<file path="src/verilog/dual_conv_pkg.sv">
// Purpose: shared constants and carriers for the dual converter output block
// Assumes: one system clock at 25 MHz; encode rate arrives as a one-cycle enable
// Notes: sample words are already quantised offset-binary codes
package dual_conv_pkg;
  localparam int WORD_W = 8;
  localparam int PIPE_DEPTH = 3;
  localparam int CLK_PERIOD_NS = 40;
  localparam int SLEEP_SETTLE_NS = 200;
  localparam int SLEEP_SETTLE_CYC = (SLEEP_SETTLE_NS + CLK_PERIOD_NS - 1) / CLK_PERIOD_NS;
  localparam int SETTLE_CNT_W = 4;
  localparam logic [WORD_W-1:0] WORD_RESET = 8'h00;
  localparam logic [WORD_W-1:0] MIDSCALE = 8'h80;

  typedef struct packed {
    logic [WORD_W-1:0] first;
    logic [WORD_W-1:0] second;
  } pair_s;

  typedef enum logic [1:0] {
    PWR_ACTIVE,
    PWR_SLEEP,
    PWR_SETTLE
  } pwr_e;
endpackage

</file>
<file path="src/verilog/dual_conv_out.sv">
// Purpose: digital output side of a dual 8-bit converter with shared encode clock
// Assumes: encode_edge_i pulses one cycle per rising encode edge; analog codes arrive quantised
// Notes: outputs are three-signal pins; enable high while driving
// Contract
// RULE1: Both channels sample together on each rising edge of one shared encode clock.
// RULE2: Each channel has its own 8-bit output bus, never interleaved.
// RULE3: Output words change only on rising encode edges.
// RULE4: A sample's word appears three encode cycles after the capturing edge.
// RULE5: While sleep request is high, all output bits of both channels float.
// RULE6: Controller waits 200 ns after sleep before relying on floating outputs.
// RULE7: After wake, controller waits 200 ns plus three encode cycles for valid data.
// RULE8: Encode rate stays between 5 and 60 MSPS inclusive.
// RULE9: Encode duty cycle near 50 percent at maximum rate.
// RULE10: One sleep input powers both channels down and up together.
// RULE11: Codes are offset binary, top bit set at and above midscale.
`timescale 1ns/10ps
module dual_conv_out
  import dual_conv_pkg::*;
(
  input wire logic sys_clk_i,
  input wire logic rst_n_i,
  input wire logic encode_edge_i,
  input wire logic sleep_request_i,
  input wire logic [WORD_W-1:0] analog_in_first_i,
  input wire logic [WORD_W-1:0] analog_in_second_i,
  output logic [WORD_W-1:0] result_bus_first_o,
  output logic [WORD_W-1:0] result_bus_first_oe_o,
  output logic [WORD_W-1:0] result_bus_second_o,
  output logic [WORD_W-1:0] result_bus_second_oe_o,
  output logic data_valid_o
);
  pair_s held_ff;
  wire pair_s pipe_out;
  pwr_e pwr_ff;
  pwr_e nxt_pwr;
  logic [SETTLE_CNT_W-1:0] settle_ff;
  logic [SETTLE_CNT_W-1:0] nxt_settle;
  logic [1:0] fill_ff;
  logic [1:0] nxt_fill;
  logic drive_ff;

  // Track-and-hold: inputs are taken as codes, already offset binary
  // Freeze follows the registered state, so the edge on which sleep is first seen still steps
  wire in_active = (pwr_ff == PWR_ACTIVE);
  wire in_settle = (pwr_ff == PWR_SETTLE);
  wire in_sleep = (pwr_ff == PWR_SLEEP);
  wire sample_now = encode_edge_i && !in_sleep;
  wire pair_s in_pair = '{first: analog_in_first_i, second: analog_in_second_i}; // RULE11

  always_ff @(posedge sys_clk_i) begin
    if (!rst_n_i) begin
      held_ff <= '0;
    end else if (sample_now) begin
      held_ff <= in_pair; // RULE1
    end
  end

  sample_pipe u_pipe_first (
    .sys_clk_i(sys_clk_i),
    .rst_n_i(rst_n_i),
    .step_i(sample_now),
    .code_i(held_ff.first),
    .code_o(pipe_out.first)
  );

  sample_pipe u_pipe_second (
    .sys_clk_i(sys_clk_i),
    .rst_n_i(rst_n_i),
    .step_i(sample_now),
    .code_i(held_ff.second),
    .code_o(pipe_out.second)
  );

  // Capture edge plus three pipe steps; the last stage is the output word itself

  // Power sequencing: one state for both channels, so they can never diverge
  wire settle_done = (settle_ff == SETTLE_CNT_W'(SLEEP_SETTLE_CYC - 1));
  always_comb begin
    nxt_pwr = pwr_ff;
    nxt_settle = settle_ff;
    nxt_fill = fill_ff;
    case (pwr_ff)
      PWR_ACTIVE: begin
        if (sleep_request_i) begin
          nxt_pwr = PWR_SLEEP; // RULE10
        end else if (encode_edge_i && fill_ff != 2'd3) begin
          nxt_fill = fill_ff + 2'd1;
        end
      end
      PWR_SLEEP: begin
        nxt_fill = 2'd0;
        nxt_settle = '0;
        if (!sleep_request_i) begin
          nxt_pwr = PWR_SETTLE;
        end
      end
      PWR_SETTLE: begin
        if (sleep_request_i) begin
          nxt_pwr = PWR_SLEEP;
        end else if (settle_done) begin
          nxt_pwr = PWR_ACTIVE;
        end else begin
          nxt_settle = settle_ff + SETTLE_CNT_W'(1);
        end
      end
      default: nxt_pwr = PWR_SLEEP;
    endcase
  end

  always_ff @(posedge sys_clk_i) begin
    if (!rst_n_i) begin
      pwr_ff <= PWR_ACTIVE;
    end else begin
      pwr_ff <= nxt_pwr; // RULE10
    end
  end

  always_ff @(posedge sys_clk_i) begin
    if (!rst_n_i) begin
      settle_ff <= '0;
    end else begin
      settle_ff <= nxt_settle;
    end
  end

  always_ff @(posedge sys_clk_i) begin
    if (!rst_n_i) begin
      fill_ff <= 2'd0;
    end else begin
      fill_ff <= nxt_fill;
    end
  end

  always_ff @(posedge sys_clk_i) begin
    if (!rst_n_i) begin
      drive_ff <= 1'b0;
    end else begin
      drive_ff <= !sleep_request_i; // RULE5
    end
  end

  // Float immediately on sleep so controllers see it well inside their 200 ns wait
  wire drive_now = drive_ff && !sleep_request_i;
  assign result_bus_first_o = pipe_out.first; // RULE2
  assign result_bus_second_o = pipe_out.second; // RULE2
  assign result_bus_first_oe_o = {WORD_W{drive_now}}; // RULE5
  assign result_bus_second_oe_o = {WORD_W{drive_now}}; // RULE10
  assign data_valid_o = in_active && (fill_ff == 2'd3) && drive_now; // RULE7

  // Checks lean on the single power state, so a split between channels shows at once
  a_sleep_floats: assert property (@(posedge sys_clk_i) disable iff (!rst_n_i) // RULE5
    sleep_request_i |-> (result_bus_first_oe_o == '0 && result_bus_second_oe_o == '0))
    else $error("outputs driven during sleep");

  a_channels_same_power: assert property (@(posedge sys_clk_i) disable iff (!rst_n_i) // RULE10
    result_bus_first_oe_o == result_bus_second_oe_o)
    else $error("channels differ in power state");

  a_word_edge_only: assert property (@(posedge sys_clk_i) disable iff (!rst_n_i) // RULE3
    !$past(sample_now) |-> $stable(pipe_out))
    else $error("output changed without encode edge");

  a_sample_together: assert property (@(posedge sys_clk_i) disable iff (!rst_n_i) // RULE1
    sample_now |=> held_ff == $past(in_pair))
    else $error("channels not sampled together");

  a_buses_apart: assert property (@(posedge sys_clk_i) disable iff (!rst_n_i) // RULE2
    result_bus_first_o == pipe_out.first && result_bus_second_o == pipe_out.second)
    else $error("channel words crossed");

  a_offset_code: assert property (@(posedge sys_clk_i) disable iff (!rst_n_i) // RULE11
    sample_now |=> (held_ff.first >= MIDSCALE) == held_ff.first[WORD_W-1])
    else $error("top bit not midscale flag");

  a_wake_invalid: assert property (@(posedge sys_clk_i) disable iff (!rst_n_i) // RULE7
    $fell(sleep_request_i) |-> !data_valid_o [*5])
    else $error("valid too soon after wake");

  a_float_release: assert property (@(posedge sys_clk_i) disable iff (!rst_n_i) // RULE5
    !sleep_request_i && !$past(sleep_request_i) && $past(rst_n_i)
      |-> (result_bus_first_oe_o == '1 && result_bus_second_oe_o == '1))
    else $error("outputs floating while awake");

  a_oe_all_bits: assert property (@(posedge sys_clk_i) disable iff (!rst_n_i) // RULE5
    result_bus_first_oe_o == '0 || result_bus_first_oe_o == '1)
    else $error("output bits split in drive state");

  a_valid_driven: assert property (@(posedge sys_clk_i) disable iff (!rst_n_i) // RULE5
    data_valid_o |-> (result_bus_first_oe_o == '1 && result_bus_second_oe_o == '1))
    else $error("valid while outputs float");

  a_sleep_entry: assert property (@(posedge sys_clk_i) disable iff (!rst_n_i) // RULE10
    sleep_request_i |=> in_sleep)
    else $error("sleep request not taken");

  a_frozen_asleep: assert property (@(posedge sys_clk_i) disable iff (!rst_n_i) // RULE10
    in_sleep |=> $stable(held_ff) && $stable(pipe_out))
    else $error("pipeline moved during sleep");

  a_active_stays: assert property (@(posedge sys_clk_i) disable iff (!rst_n_i) // RULE10
    in_active && !sleep_request_i |=> in_active)
    else $error("left active without sleep");

  a_wake_to_settle: assert property (@(posedge sys_clk_i) disable iff (!rst_n_i) // RULE7
    in_sleep && !sleep_request_i |=> in_settle)
    else $error("wake did not start settling");

  a_settle_start: assert property (@(posedge sys_clk_i) disable iff (!rst_n_i) // RULE7
    $rose(in_settle) |-> settle_ff == '0)
    else $error("settle count not cleared");

  a_settle_span: assert property (@(posedge sys_clk_i) disable iff (!rst_n_i) // RULE7
    $rose(in_active) && $past(rst_n_i) |-> $past(in_settle) && $past(in_settle, 5))
    else $error("settle period too short");

  a_fill_cleared: assert property (@(posedge sys_clk_i) disable iff (!rst_n_i) // RULE7
    in_sleep |=> fill_ff == 2'd0)
    else $error("encode count kept through sleep");

  a_valid_late: assert property (@(posedge sys_clk_i) disable iff (!rst_n_i) // RULE7
    $rose(in_active) && $past(rst_n_i) |-> !data_valid_o [*3])
    else $error("valid before three encode edges");

  a_sleep_no_valid: assert property (@(posedge sys_clk_i) disable iff (!rst_n_i) // RULE7
    sleep_request_i |-> !data_valid_o)
    else $error("valid during sleep");

  a_word_held: assert property (@(posedge sys_clk_i) disable iff (!rst_n_i) // RULE3
    !sample_now |=> $stable(result_bus_first_o) && $stable(result_bus_second_o))
    else $error("output word moved between encode edges");
endmodule

</file>
<file path="src/verilog/sample_pipe.sv">
// Purpose: three-stage delay line for one channel's codes, stepped by encode edges
// Assumes: enable is a one-cycle pulse marking a rising encode edge
// Notes: flip-flop storage, one generate loop over stages
`timescale 1ns/10ps
module sample_pipe
  import dual_conv_pkg::*;
(
  input wire logic sys_clk_i,
  input wire logic rst_n_i,
  input wire logic step_i,
  input wire logic [WORD_W-1:0] code_i,
  output logic [WORD_W-1:0] code_o
);
  logic [WORD_W-1:0] stage_ff [PIPE_DEPTH];

  genvar g;
  generate
    for (g = 0; g < PIPE_DEPTH; g++) begin : g_stage
      wire [WORD_W-1:0] nxt_stage = (g == 0) ? code_i : stage_ff[(g == 0) ? 0 : g-1];
      always_ff @(posedge sys_clk_i) begin
        if (!rst_n_i) begin
          stage_ff[g] <= WORD_RESET;
        end else if (step_i) begin
          stage_ff[g] <= nxt_stage; // RULE4
        end
      end
    end
  endgenerate

  assign code_o = stage_ff[PIPE_DEPTH-1]; // RULE3
endmodule
</file>
<file path="config.mk">
export PLATFORM = sky130hd
export DESIGN_NAME = dual_conv_out
export DESIGN_NICKNAME = d
export VERILOG_FILES = /design/src/verilog/dual_conv_pkg.sv /design/src/verilog/dual_conv_out.sv /design/src/verilog/sample_pipe.sv
export SDC_FILE = /design/constraint.sdc
export NUM_CORES = 1
export LEC_CHECK = 0
export BUFFER_PORTS_ARGS = -buffer_cell sky130_fd_sc_hd__buf_2
export CAP_MARGIN = 20
export CORE_MARGIN = 8
export CORE_UTILIZATION = 58
export DETAILED_ROUTE_END_ITERATION = 12
export GPL_TIMING_DRIVEN = 0
export PLACE_DENSITY_LB_ADDON = 0.05
export SLEW_MARGIN = 25
export SYNTH_ARGS = -nofsm -noshare
export SYNTH_HDL_FRONTEND = slang
export SYNTH_SLANG_ARGS = --single-unit
export TNS_END_PERCENT = 1
</file>
<file path="constraint.sdc">
create_clock -name sys_clk_i -period 4.6 [get_ports sys_clk_i]
set_input_delay 0.69 -clock sys_clk_i [delete_from_list [all_inputs] [get_ports sys_clk_i]]
set_output_delay 0.69 -clock sys_clk_i [all_outputs]
set_load 0.05 [all_outputs]
</file>
**Word level (Yosys, flattened, before mapping)**

Memories as Yosys holds them, arrays and structs flattened.
Cells that the tools add are included.

- Input bits: 20
- Memory bits (writable): 48
- Output and inout port bits: 33
- Flip-flop bits (word level): 25
- Memories kept: 2
- Word-level logic and storage cells: 62

- Reductions and logical operators: 13
- Mux-type cells: 21
- Equal/unequal tests: 12
- Bitwise logic cells: 6
- Add/subtract/negate cells: 2

Memories:

| name | words | width | read ports | clocked after memory_dff | wr ports | line | text |
|---|---|---|---|---|---|---|---|
| u_pipe_first.stage_ff | 3 | 8 | 3 | 0 | 3 | sample_pipe.sv:14 | `logic [WORD_W-1:0] stage_ff [PIPE_DEPTH];` |
| u_pipe_second.stage_ff | 3 | 8 | 3 | 0 | 3 | sample_pipe.sv:14 |  |

Operator list:

| kind | number |
|---|---|
| 8-bit two-way mux | 6 |
| 2-bit two-way mux | 6 |
| 2-bit != test (second input constant) | 6 |
| 3-bit AND reduction | 3 |
| 4-bit two-way mux | 2 |
| 4-bit case mux with 2 select lines | 1 |
| 1-bit OR | 6 |
| 2-bit case mux with 3 select lines | 1 |
| 1-bit logical AND | 5 |
| 4-bit by 1-bit adder with 4-bit output (second input constant) | 1 |
| 2-bit equality test (second input constant) | 2 |
| 4-bit by 3-bit equality test with 1-bit output (second input constant) | 1 |
| 1-bit two-way mux | 4 |
| 2-bit case mux with 2 select lines | 1 |
| 2-bit nonzero test | 2 |
| 3-bit by 2-bit != test with 1-bit output (second input constant) | 1 |
| 2-bit by 1-bit adder with 2-bit output (second input constant) | 1 |
| 2-bit by 1-bit equality test with 1-bit output (second input constant) | 1 |
| 1-bit zero test | 2 |
| 2-bit zero test | 1 |
| 2-bit by 1-bit != test with 1-bit output (second input constant) | 1 |

**Depth between registers and ports, before layout**

Gate-level depths: netlist (run 1).

- Word-level depth: 7
- Depth in mapped cells: 5
- Depth with buffers taken out: 5

**Modules after synthesis**

From an unflattened synthesis (run 1), not the netlist that was laid out.

- Cell total of the unflattened synthesis: 247
- Area, all modules: 3,089.2 um^2

Modules (own cells, without submodules):

| module | area an instance (um^2) | instances | cells each | seq. area each (um^2) |
|---|---|---|---|---|
| sample_pipe | 914.6 | 2 | 53 | 720.7 |
| dual_conv_out | 1,260.0 | 1 | 141 | 500.5 |

**Worst setup path after synthesis (run 1)**

Ideal clock, no wire load.

- Kind: input to output
- Start point: input sleep_request_i
- End point: output data_valid_o
- Buffers on the path: 0
- Required time: 3,910 ps
- Cell stages on the path: 2
- Path slack: 2,048 ps
- Arrival time: 1,862 ps
- Cell sequence: nor2b_1 -> and3_1

- Longest elaborated chain between the ends: 3

Ends and longest elaborated chain:

| element | line | text |
|---|---|---|
| from (decl) | dual_conv_out.sv:23 | `input wire logic sleep_request_i,` |
| 1-bit zero test | dual_conv_out.sv:143 | `wire drive_now = drive_ff && !sleep_request_i;` |
| 1-bit logical AND | dual_conv_out.sv:143 |  |
| 1-bit logical AND | dual_conv_out.sv:148 | `assign data_valid_o = in_active && (fill_ff == 2'd3) && drive_now;` |
| to (decl) | dual_conv_out.sv:30 | `output logic data_valid_o` |

Every way passes these cells.

**Worst setup path after layout (run 1)**

- Start point: input sleep_request_i
- End point: output data_valid_o

- Longest elaborated chain between the ends: 3

Ends and longest elaborated chain:

| element | line |
|---|---|
| 1-bit zero test | dual_conv_out.sv:143 |
| 1-bit logical AND | dual_conv_out.sv:143 |
| via drive_now | dual_conv_out.sv:143 |
| 1-bit logical AND | dual_conv_out.sv:148 |

The timed path passes the listed nets, and every way through them passes these cells.

==> run_results.csv, run 1 <==
group,metric,value,unit
clock_network,cts-resized-gates,0,
critical_path,critPathLaunchType,"input port",
placement,place_ws,1.69,ns
global_routing,grt_max_degree,34,
timing,period_share,55.7,%
global_routing,grt_antenna_before_repair,0,
worst_hold_path,hold_path_class,"flop to flop",
critical_path,crit_type,"input port to primary output",
logic_synthesis,synth_area,0.00282,sq mm
logic_synthesis,synth_area_per_cell,13.9,sq um
critical_path,critical_path_buf_inv_count,2,
clock_network,post-cts-setup-buffers,0,
logic_synthesis,yosysUniqueCellTypes,31,
clock_network,cts_hold_buffers,0,
logic_synthesis,synth_nets,226,
critical_path,cp_cell_sequence,"buf_2 > nor2b_2 > and3_1 > buf_2",
run_status,status,"complete, no violations",
global_routing,grt_usage,11.9,%
critical_path,worst_ep_arrival_time,1.87,ns
clock_network,cts.sinks,73,
logic_synthesis,synthesis.yosys.warnings,0,
clock_network,cts_tree,"yes",
timing,grt_setup_unrepaired,"false",
routing,wl_per_cell,12.6,microns
final_layout,nets,290,
clock_network,clock_path_buffers,2,
placement,gp_congestion,0.833,
placement,placed_cell_area,0.00317,sq mm
floorplan,dieWidth,85.7,microns
floorplan,start_util,60.1,%
pwr,leakage,0.00147,uW
clock_network,root_buffer,"clkbuf_8",
routing,drt_iter0_markers,76,
logic_synthesis,ys.flop_type,"edfxtp_1",
logic_synthesis,synth_area_leader_cell,"edfxtp_1",
timing,final_max_slew_viol_count,0,
timing,setup_viol,0,
placement,hpwl,2960,microns
global_routing,grt_pass1_vias,1498,
worst_hold_path,holdPathEnd,"held_ff[0]$_SDFFE_PN0P_",
global_routing,grt_pass1_wl,6660,microns
worst_hold_path,whs_path_depth,1,
critical_path,ff2ff_path_depth,5,
floorplan,die_height,85.7,microns
placement,io_buffers,52,
logic_synthesis,synth_edf_count,48,
final_layout,n_fill_cell,326,
routing,vias,1630,
timing,setup_tns,0,ns
timing,hold_ws,0.469,ns
critical_path,r2r_start,"pwr_ff[1]$_SDFFE_PN0P_",
critical_path,r2r-end,"u_pipe_second.stage_ff[2][6]$_SDFFCE_PN0P_",
routing,ant_nets,0,
floorplan,pin_count,53,
critical_path,slowest_delay,0.50,ns
logic_synthesis,postSynth.asyncResetShare,0,%
routing,vias_per_cell,5.02,
clock_network,cts-buffers-inserted,9,
pwr,ir_drop,0.237,mV
timing,fin_ws,2.04,ns
floorplan,core,0.00469,sq mm
logic_synthesis,syn_inst,203,
critical_path,r2r_setup_slack,2.68,ns
critical_path,critPathRequiredTime,3.91,ns
floorplan,dieArea,0.00735,sq mm
floorplan,rows,25,
final_layout,drive_above_1_share,32.1,%
timing,max_freq,0.390,GHz
routing,wl,4110,microns
critical_path,worstPathMaxFanout,17,
timing,timing.final.crit_period,2.56,ns
final_layout,diodes,0,
timing,finalClockSkew,0.00483,ns
logic_synthesis,synth_area_leaders,"edfxtp_1, dfxtp_1, and2_1, a22o_1, buf_4",
global_routing,grt_overflow,0,
critical_path,cp_slowest_cell,"nor2b_2",
logic_synthesis,yosys.area.top_type_share,51.1,%
final_layout,design_area,0.00334,sq mm
clock_network,htreeDepth,3,
final_layout,area_growth,18.3,%
timing,slew_headroom,60.0,%
critical_path,crit_family,"simple AND/OR/NAND/NOR gates",
critical_path,critPathMostFrequentCell,"buf_2",
pwr,power.density,392,mW/mm^2
timing,worst_slew_pin_slew,0.597,ns
timing,hold_viol_final,0,
flow_run,drv_cap,0,
clock_network,clkTransAtPathRegs,0.07,ns
logic_synthesis,ys_ff_latch,73,
critical_path,cp-end-kind,"primary output",
logic_synthesis,yosysSeqAreaShare,68.9,%
routing,detail_route.first_pass.iterations,5,
worst_hold_path,hp-start,"held_ff[0]$_SDFFE_PN0P_",
routing,drc_errors,0,
clock_network,clk_latency,0.32,ns
## where the power goes
group	internal, uW	leakage (uW)	switching (uW)	total, uW
clock	224	0.0000838	197	420
combinational	41.5	0.000660	95.8	137
sequential	739	0.000728	10.0	749
## placed cells by master, fill, tap and decap left out, drive strengths merged, types with 3 or more instances in the layout
cell type	count
a22o	16
dfxtp	25
nor2	5
a21oi	3
edfxtp	48
and2	49
and3	3
clkbuf	20
ha	3
buf	72
inv	4
## cells by family (layout without fill, tap and decap cells)
family	count (synthesis)	after routing	share of synthesized area [%]
flops	73	73	68.9
simple gates	73	73	16.2
buf+inv	28	96	6.08
compound gates	24	24	6.84
fa+ha+maj	3	3	1.33
xor+xnor	1	1	0.311
mux	1	1	0.355
## per-stage QoR
stage / cells / total power (uW) / utilization (%)
floorplan: 203 / 865 / -
global placement: 309 / 899 / 67.1
detailed placement: 310 / 903 / 67.5
CTS: 325 / 1320 / 71.0
global route: 325 / 1350 / 71.1
finish: 325 / 1310 / 71.1
## per-layer routing
layer / share of wire (%) / up-vias / global-route usage [%]
met5: 0 / - / 0
met4: 1.8 / 0 / 8.12
met3: 6.8 / 9 / 4.11
met2: 50 / 53 / 20.3
met1: 41 / 737 / 12.0
li1: - / 831 / -
## worst max-delay path by stage
stage,startpoint,endpoint,cells after the start
2_1_floorplan,sleep_request_i,data_valid_o,2
3_3_place_gp,rst_n_i,u_pipe_first.stage_ff[2][2]$_SDFFCE_PN0P_,5
3_5_place_dp,sleep_request_i,data_valid_o,4
4_1_cts,sleep_request_i,data_valid_o,4
5_1_grt,sleep_request_i,data_valid_o,4
6_report,sleep_request_i,data_valid_o,4
## layout make-up
cell class / instances / area, sq um / area share (%)
plain buffers: 24 / 156 / 4.69
clock buffers: 15 / 166 / 4.99
inverters: 4 / 15.0 / 0.450
multi-input cells: 102 / 708 / 21.2
flip-flops and latches: 73 / 1940 / 58.2
well taps: 54 / 67.6 / 2.03
repair buffers: 53 / 280 / 8.40
## cell usage after synthesis (2+ instances only)
master     n
and2_1    49
edfxtp_1  48
dfxtp_1   25
buf_4     17
a22o_1    16
clkbuf_1   5
nor2_1     5
inv_1      4
and3_1     3
ha_1       3
a21oi_1    2
buf_2      2
nand2_1    2
nand3_1    2
nand3b_1   2
nand4b_1   2
o211ai_1   2
## state kept, by name (all words and copies together) (netlist names)
register	cells
drive_ff	1
fill_ff	2
pwr_ff	2
u_pipe_first.stage_ff	24
held_ff	16
settle_ff	4
u_pipe_second.stage_ff	24
(Power assumes the default switching activity.)
==> run 2: changes to the inputs <==
--- a/config.mk
+++ b/config.mk
@@ -5,10 +5,11 @@
 export SDC_FILE = /design/constraint.sdc
 export NUM_CORES = 1
 export LEC_CHECK = 0
+export ABC_AREA = 1
 export BUFFER_PORTS_ARGS = -buffer_cell sky130_fd_sc_hd__buf_2
 export CAP_MARGIN = 20
 export CORE_MARGIN = 8
-export CORE_UTILIZATION = 58
+export CORE_UTILIZATION = 50
 export DETAILED_ROUTE_END_ITERATION = 12
 export GPL_TIMING_DRIVEN = 0
 export PLACE_DENSITY_LB_ADDON = 0.05
==> constraint.sdc (replaced) <==
create_clock -name sys_clk_i -period 2.2 [get_ports sys_clk_i]
set_input_delay 0.33 -clock sys_clk_i [delete_from_list [all_inputs] [get_ports sys_clk_i]]
set_output_delay 0.33 -clock sys_clk_i [all_outputs]
set_load 0.05 [all_outputs]
==> run_results.csv, run 2 <==
group,metric,value,unit
global_routing,grt_overflow,0,
critical_path,cp_slowest_cell,"nor2_2",
critical_path,cp_cell_sequence,"inv_1 > nor2_2 > and3_1 > buf_2",
pwr,power.density,809,mW/mm^2
clock_network,cts-buffers-inserted,9,
floorplan,start_util,51.3,%
clock_network,post-cts-setup-buffers,0,
timing,hold_viol_final,0,
global_routing,grt_pass1_vias,1876,
final_layout,drive_above_1_share,30.3,%
routing,drc_errors,0,
timing,slew_headroom,62.0,%
timing,max_freq,0.511,GHz
critical_path,cp-end-kind,"primary output",
routing,detail_route.first_pass.iterations,4,
placement,hpwl,3230,microns
clock_network,htreeDepth,3,
timing,setup_tns,0,ns
final_layout,nets,372,
global_routing,grt_pass1_wl,8050,microns
placement,place_ws,0.130,ns
final_layout,design_area,0.00356,sq mm
critical_path,worstPathMaxFanout,17,
logic_synthesis,synth_edf_count,48,
floorplan,pin_count,53,
final_layout,n_fill_cell,522,
logic_synthesis,synth_area_leader_cell,"edfxtp_1",
placement,io_buffers,52,
global_routing,grt_max_degree,58,
worst_hold_path,whs_path_depth,2,
final_layout,final_common_cell,"inv_1",
final_layout,area_growth,17.9,%
critical_path,crit_type,"flop to primary output",
clock_network,cts.sinks,73,
logic_synthesis,yosysSeqAreaShare,64.4,%
timing,timing.final.crit_period,1.96,ns
critical_path,critPathLaunchType,"flop",
global_routing,grt_usage,11.7,%
logic_synthesis,yosysUniqueCellTypes,21,
routing,vias_per_cell,4.31,
flow_run,drv_cap,0,
placement,placed_cell_area,0.00337,sq mm
logic_synthesis,synth_area_leaders,"edfxtp_1, dfxtp_1, inv_1, nor2_1, o22ai_2",
logic_synthesis,ys.flop_type,"edfxtp_1",
routing,wl,4790,microns
logic_synthesis,synth_nets,309,
run_status,status,"complete, no violations",
clock_network,clkTransAtPathRegs,0.07,ns
critical_path,cp.depth,4,
timing,period_share,89.0,%
logic_synthesis,synthesis.yosys.warnings,0,
clock_network,root_buffer,"clkbuf_8",
timing,grt_setup_unrepaired,"false",
pwr,ir_drop,0.373,mV
logic_synthesis,postSynth.asyncResetShare,0,%
routing,wl_per_cell,11.2,microns
final_layout,reg.largest.list,"u_pipe_first.stage_ff (24), u_pipe_second.stage_ff (24), held_ff (16)",
logic_synthesis,syn_inst,286,
floorplan,core,0.00589,sq mm
clock_network,clock_path_buffers,2,
final_layout,diodes,0,
routing,drt_iter0_markers,95,
logic_synthesis,synth_area_per_cell,10.5,sq um
clock_network,cts_tree,"yes",
timing,setup_viol,0,
timing,worst_slew_pin_slew,0.569,ns
floorplan,dieArea,0.00878,sq mm
timing,final_max_slew_viol_count,0,
placement,gp_congestion,0.769,
critical_path,r2r_start,"pwr_ff[1]$_SDFFE_PN0P_",
critical_path,critPathRequiredTime,1.87,ns
logic_synthesis,synth.most_common_cell,"inv_1",
final_layout,layout_common_cells,"inv_1, nor2_1, buf_2",
critical_path,crit_family,"simple AND/OR/NAND/NOR gates",
clock_network,clk_latency,0.33,ns
floorplan,rows,28,
critical_path,critical_path_buf_inv_count,2,
logic_synthesis,synth_area,0.00302,sq mm
critical_path,ff2ff_path_depth,5,
logic_synthesis,ys_ff_latch,73,
critical_path,cp-startpoint,"drive_ff$_SDFF_PN0_",
floorplan,dieWidth,93.7,microns
critical_path,worst_ep_arrival_time,1.63,ns
floorplan,die_height,93.7,microns
critical_path,slowest_delay,0.44,ns
pwr,leakage,0.00162,uW
timing,fin_ws,0.242,ns
logic_synthesis,yosys.area.top_type_share,47.8,%
routing,ant_nets,0,
logic_synthesis,synth_common_cells,"inv_1, nor2_1, edfxtp_1, dfxtp_1, buf_4",
worst_hold_path,hp-start,"sleep_request_i",
timing,finalClockSkew,0.00665,ns
routing,vias,1846,
global_routing,grt_antenna_before_repair,0,
worst_hold_path,hold_path_class,"input port to flop",
==> run 2: area by class of cell <==
class	count	area [sq um]	share of cell area, %
flip-flops and latches	73	1940	54.6
plain buffers	23	170	4.78
repair buffers	52	260	7.32
well taps	75	93.8	2.64
clock buffers	9	124	3.48
inverters	78	293	8.23
multi-input cells	112	614	17.3
clock inverters	6	60.1	1.69
==> run 2: path summary, 6_finish.rpt <==
check / endpoint / slack [ns]
max: data_valid_o / 0.24
min: drive_ff$_SDFF_PN0_ / 0.24
max reg2reg: u_pipe_second.stage_ff[0][5]$_SDFFCE_PN0P_ / 0.51
min reg2reg: pwr_ff[0]$_SDFFE_PN0P_ / 0.47
==> run 2: through the flow <==
| stage | hold WS [ns] | utilization (%) | power [uW] | std cells |
|---|---|---|---|---|
| floorplan | 0.402 | - | 1860 | 286 |
| global placement | 0.456 | 57.3 | 1930 | 413 |
| detailed placement | 0.464 | 57.3 | 1940 | 413 |
| CTS | 0.212 | 60.4 | 2920 | 428 |
| global route | 0.232 | 60.4 | 3010 | 428 |
| finish | 0.240 | 60.4 | 2880 | 428 |
==> run 2: routing by layer <==
layer  up-vias  GRT usage, %  share of wire [%]
met2        47          18.9                 46
met4         0          8.06                1.1
met5         -             0                  0
li1        994             -                  -
met3         5          4.16                7.5
met1       800          12.8                 45
==> run 2: worst register-to-register path: cells and delay by family (launching register included) <==
kind | cells | cell delay, ns
flops | 1 | 0.42
buf+inv | 2 | 0.57
simple gates | 3 | 0.32
==> run 2: cell families (layout without fill, tap and decap cells) <==
| logic type | count (synthesis) | count (layout) | synth area share, % |
|---|---|---|---|
| AO/OA/AOI/OAI | 25 | 25 | 7.30 |
| buffers and inverters | 101 | 168 | 15.3 |
| AND/OR/NAND/NOR | 84 | 84 | 11.7 |
| adder cells (fa/ha/maj) | 3 | 3 | 1.24 |
| flip-flops | 73 | 73 | 64.4 |
==> run 2: repair_timing <==
action	in CTS	in global routing
gates resized for setup	1	0
hold buffers	0	0
setup endpoints to repair	17	0
==> run 2: where the power goes <==
part	total, uW	leakage [uW]	switching [uW]	internal, uW
Clock	972	0.0000909	461	511
Combinational	336	0.000801	241	94.6
Sequential	1570	0.000728	21.2	1550
==> run 3: changes to the inputs <==
--- a/config.mk
+++ b/config.mk
@@ -12,7 +12,9 @@
 export CORE_UTILIZATION = 50
 export DETAILED_ROUTE_END_ITERATION = 12
 export GPL_TIMING_DRIVEN = 0
+export HOLD_SLACK_MARGIN = 0.06
 export PLACE_DENSITY_LB_ADDON = 0.05
+export RECOVER_POWER = 100
 export SLEW_MARGIN = 25
 export SYNTH_ARGS = -nofsm -noshare
 export SYNTH_HDL_FRONTEND = slang
==> run_results.csv, run 3 (synthesis results as in run 2) <==
group,metric,value,unit
routing,vias,1859,
routing,vias_per_cell,4.34,
floorplan,pin_count,53,
global_routing,grt_usage,11.7,%
worst_hold_path,hold_path_class,"input port to flop",
critical_path,slowest_delay,0.44,ns
clock_network,root_buffer,"clkbuf_8",
placement,io_buffers,52,
critical_path,worstPathMaxFanout,17,
global_routing,grt_antenna_before_repair,0,
clock_network,cts-buffers-inserted,9,
timing,max_freq,0.505,GHz
final_layout,final_common_cell,"inv_1",
critical_path,critPathLaunchType,"flop",
critical_path,crit_type,"flop to primary output",
clock_network,cts_hold_buffers,0,
floorplan,start_util,51.3,%
pwr,leakage,0.00152,uW
clock_network,htreeDepth,3,
floorplan,dieWidth,93.7,microns
final_layout,area_growth,14.5,%
timing,hold_viol_final,0,
final_layout,layout_common_cells,"inv_1, nor2_1, edfxtp_1",
routing,detail_route.first_pass.iterations,4,
final_layout,drive_above_1_share,20.7,%
clock_network,cts.sinks,73,
timing,grt_setup_unrepaired,"false",
timing,finalClockSkew,0.00559,ns
pwr,power.density,825,mW/mm^2
final_layout,diodes,0,
floorplan,core,0.00589,sq mm
pwr,finalPower,2850,uW
pwr,clkPwrFrac,34.0,%
routing,drc_errors,0,
floorplan,rows,28,
clock_network,clk_latency,0.33,ns
timing,setup_tns,0,ns
placement,gp_congestion,0.769,
routing,wl,4820,microns
final_layout,nets,372,
critical_path,worst_ep_arrival_time,1.65,ns
global_routing,grt_pass1_vias,1876,
routing,drt_iter0_markers,91,
timing,final_max_slew_viol_count,0,
timing,hold_ws,0.240,ns
critical_path,cp-end-kind,"primary output",
pwr,pwr-share-seq,55.0,%
timing,timing.final.crit_period,1.98,ns
pwr,ir_drop,0.369,mV
clock_network,clock_path_buffers,2,
run_status,status,"complete, no violations",
flow_run,drv_cap,0,
pwr,internal_power,2140,uW
clock_network,post-cts-setup-buffers,0,
pwr,swShare,25.0,%
clock_network,clkTransAtPathRegs,0.07,ns
floorplan,dieArea,0.00878,sq mm
global_routing,grt_pass1_wl,8050,microns
placement,hpwl,3230,microns
floorplan,die_height,93.7,microns
timing,period_share,90.0,%
pwr,p_sw,714,uW
routing,ant_nets,0,
timing,worst_slew_pin_slew,0.598,ns
final_layout,reg.largest.list,"u_pipe_first.stage_ff (24), u_pipe_second.stage_ff (24), held_ff (16)",
global_routing,grt_overflow,0,
global_routing,grt_max_degree,58,
routing,wl_per_cell,11.3,microns
critical_path,critPathRequiredTime,1.87,ns
critical_path,cp_slowest_cell,"nor2_2",
timing,slew_headroom,60.3,%
clock_network,cts_tree,"yes",
timing,setup_viol,0,
critical_path,cp_cell_sequence,"inv_1 > nor2_2 > and3_1 > clkbuf_2",
pwr,comb_power_share,11.0,%
==> run 3: changes by cell type in the layout (fill, tap and decap cells not counted), sizes merged <==
cell | before | now
buf | 75 | 36
clkbuf | 9 | 48
==> run 3: repair_timing <==
action,4_1_cts,5_1_grt
resized for setup,1,0
setup endpoints to repair,17,0
endpoints found under the hold margin,0,0
==> run 3: layer usage <==
| metal | global-route usage, % | part of all wire, % | vias to the layer above |
|---|---|---|---|
| li1 | - | - | 993 |
| met1 | 12.8 | 45 | 812 |
| met2 | 18.9 | 46 | 49 |
| met3 | 4.16 | 7.2 | 5 |
| met4 | 8.06 | 1.1 | 0 |
| met5 | 0 | 0 | - |
==> run 3: worst max-delay path, delay by kind of cell, from the launching register on <==
kind	cells	cell delay (ns)
simple gates	2	0.69
buf+inv	2	0.32
flops	1	0.31
==> run 3: stage by stage <==
stage               setup WS (ns)  util [%]  cell area [sq um]  instances
finish                      0.221      58.7               3450        428
detailed placement          0.130      57.3               3370        413
CTS                         0.199      60.4               3560        428
global route               0.0796      58.7               3450        428
global placement            0.202      57.3               3370        413
floorplan                   0.398         -               3020        286
==> run 3: cell type report <==
| cell class | instances | area (sq um) |
|---|---|---|
| Buffer | 23 | 161 |
| Clock buffer | 9 | 124 |
| Clock inverter | 6 | 60.1 |
| Fill cell | 542 | 2430 |
| Inverter | 78 | 293 |
| Multi-Input combinational cell | 112 | 542 |
| Sequential cell | 73 | 1940 |
| Tap cell | 75 | 93.8 |
| Timing Repair Buffer | 52 | 239 |
==> run 3: power groups by stage <==
stage / clock network, uW / logic [uW] / registers (uW)
2_1_floorplan: 0 / 186 / 1670
6_report: 969 / 313 / 1570
5_1_grt: 1070 / 343 / 1580
3_3_place_gp: 0 / 336 / 1600
4_1_cts: 1010 / 341 / 1570
3_5_place_dp: 0 / 340 / 1600
==> run 3: final timing paths <==
check | from | endpoint | slack [ns] | cells after the start
hold / removal | sleep_request_i | drive_ff$_SDFF_PN0_ | 0.24 | 2
setup reg to reg | pwr_ff[1]$_SDFFE_PN0P_ | u_pipe_first.stage_ff[0][5]$_SDFFCE_PN0P_ | 0.35 | 5
setup / recovery | drive_ff$_SDFF_PN0_ | data_valid_o | 0.22 | 4
hold reg to reg | pwr_ff[0]$_SDFFE_PN0P_ | pwr_ff[0]$_SDFFE_PN0P_ | 0.47 | 2
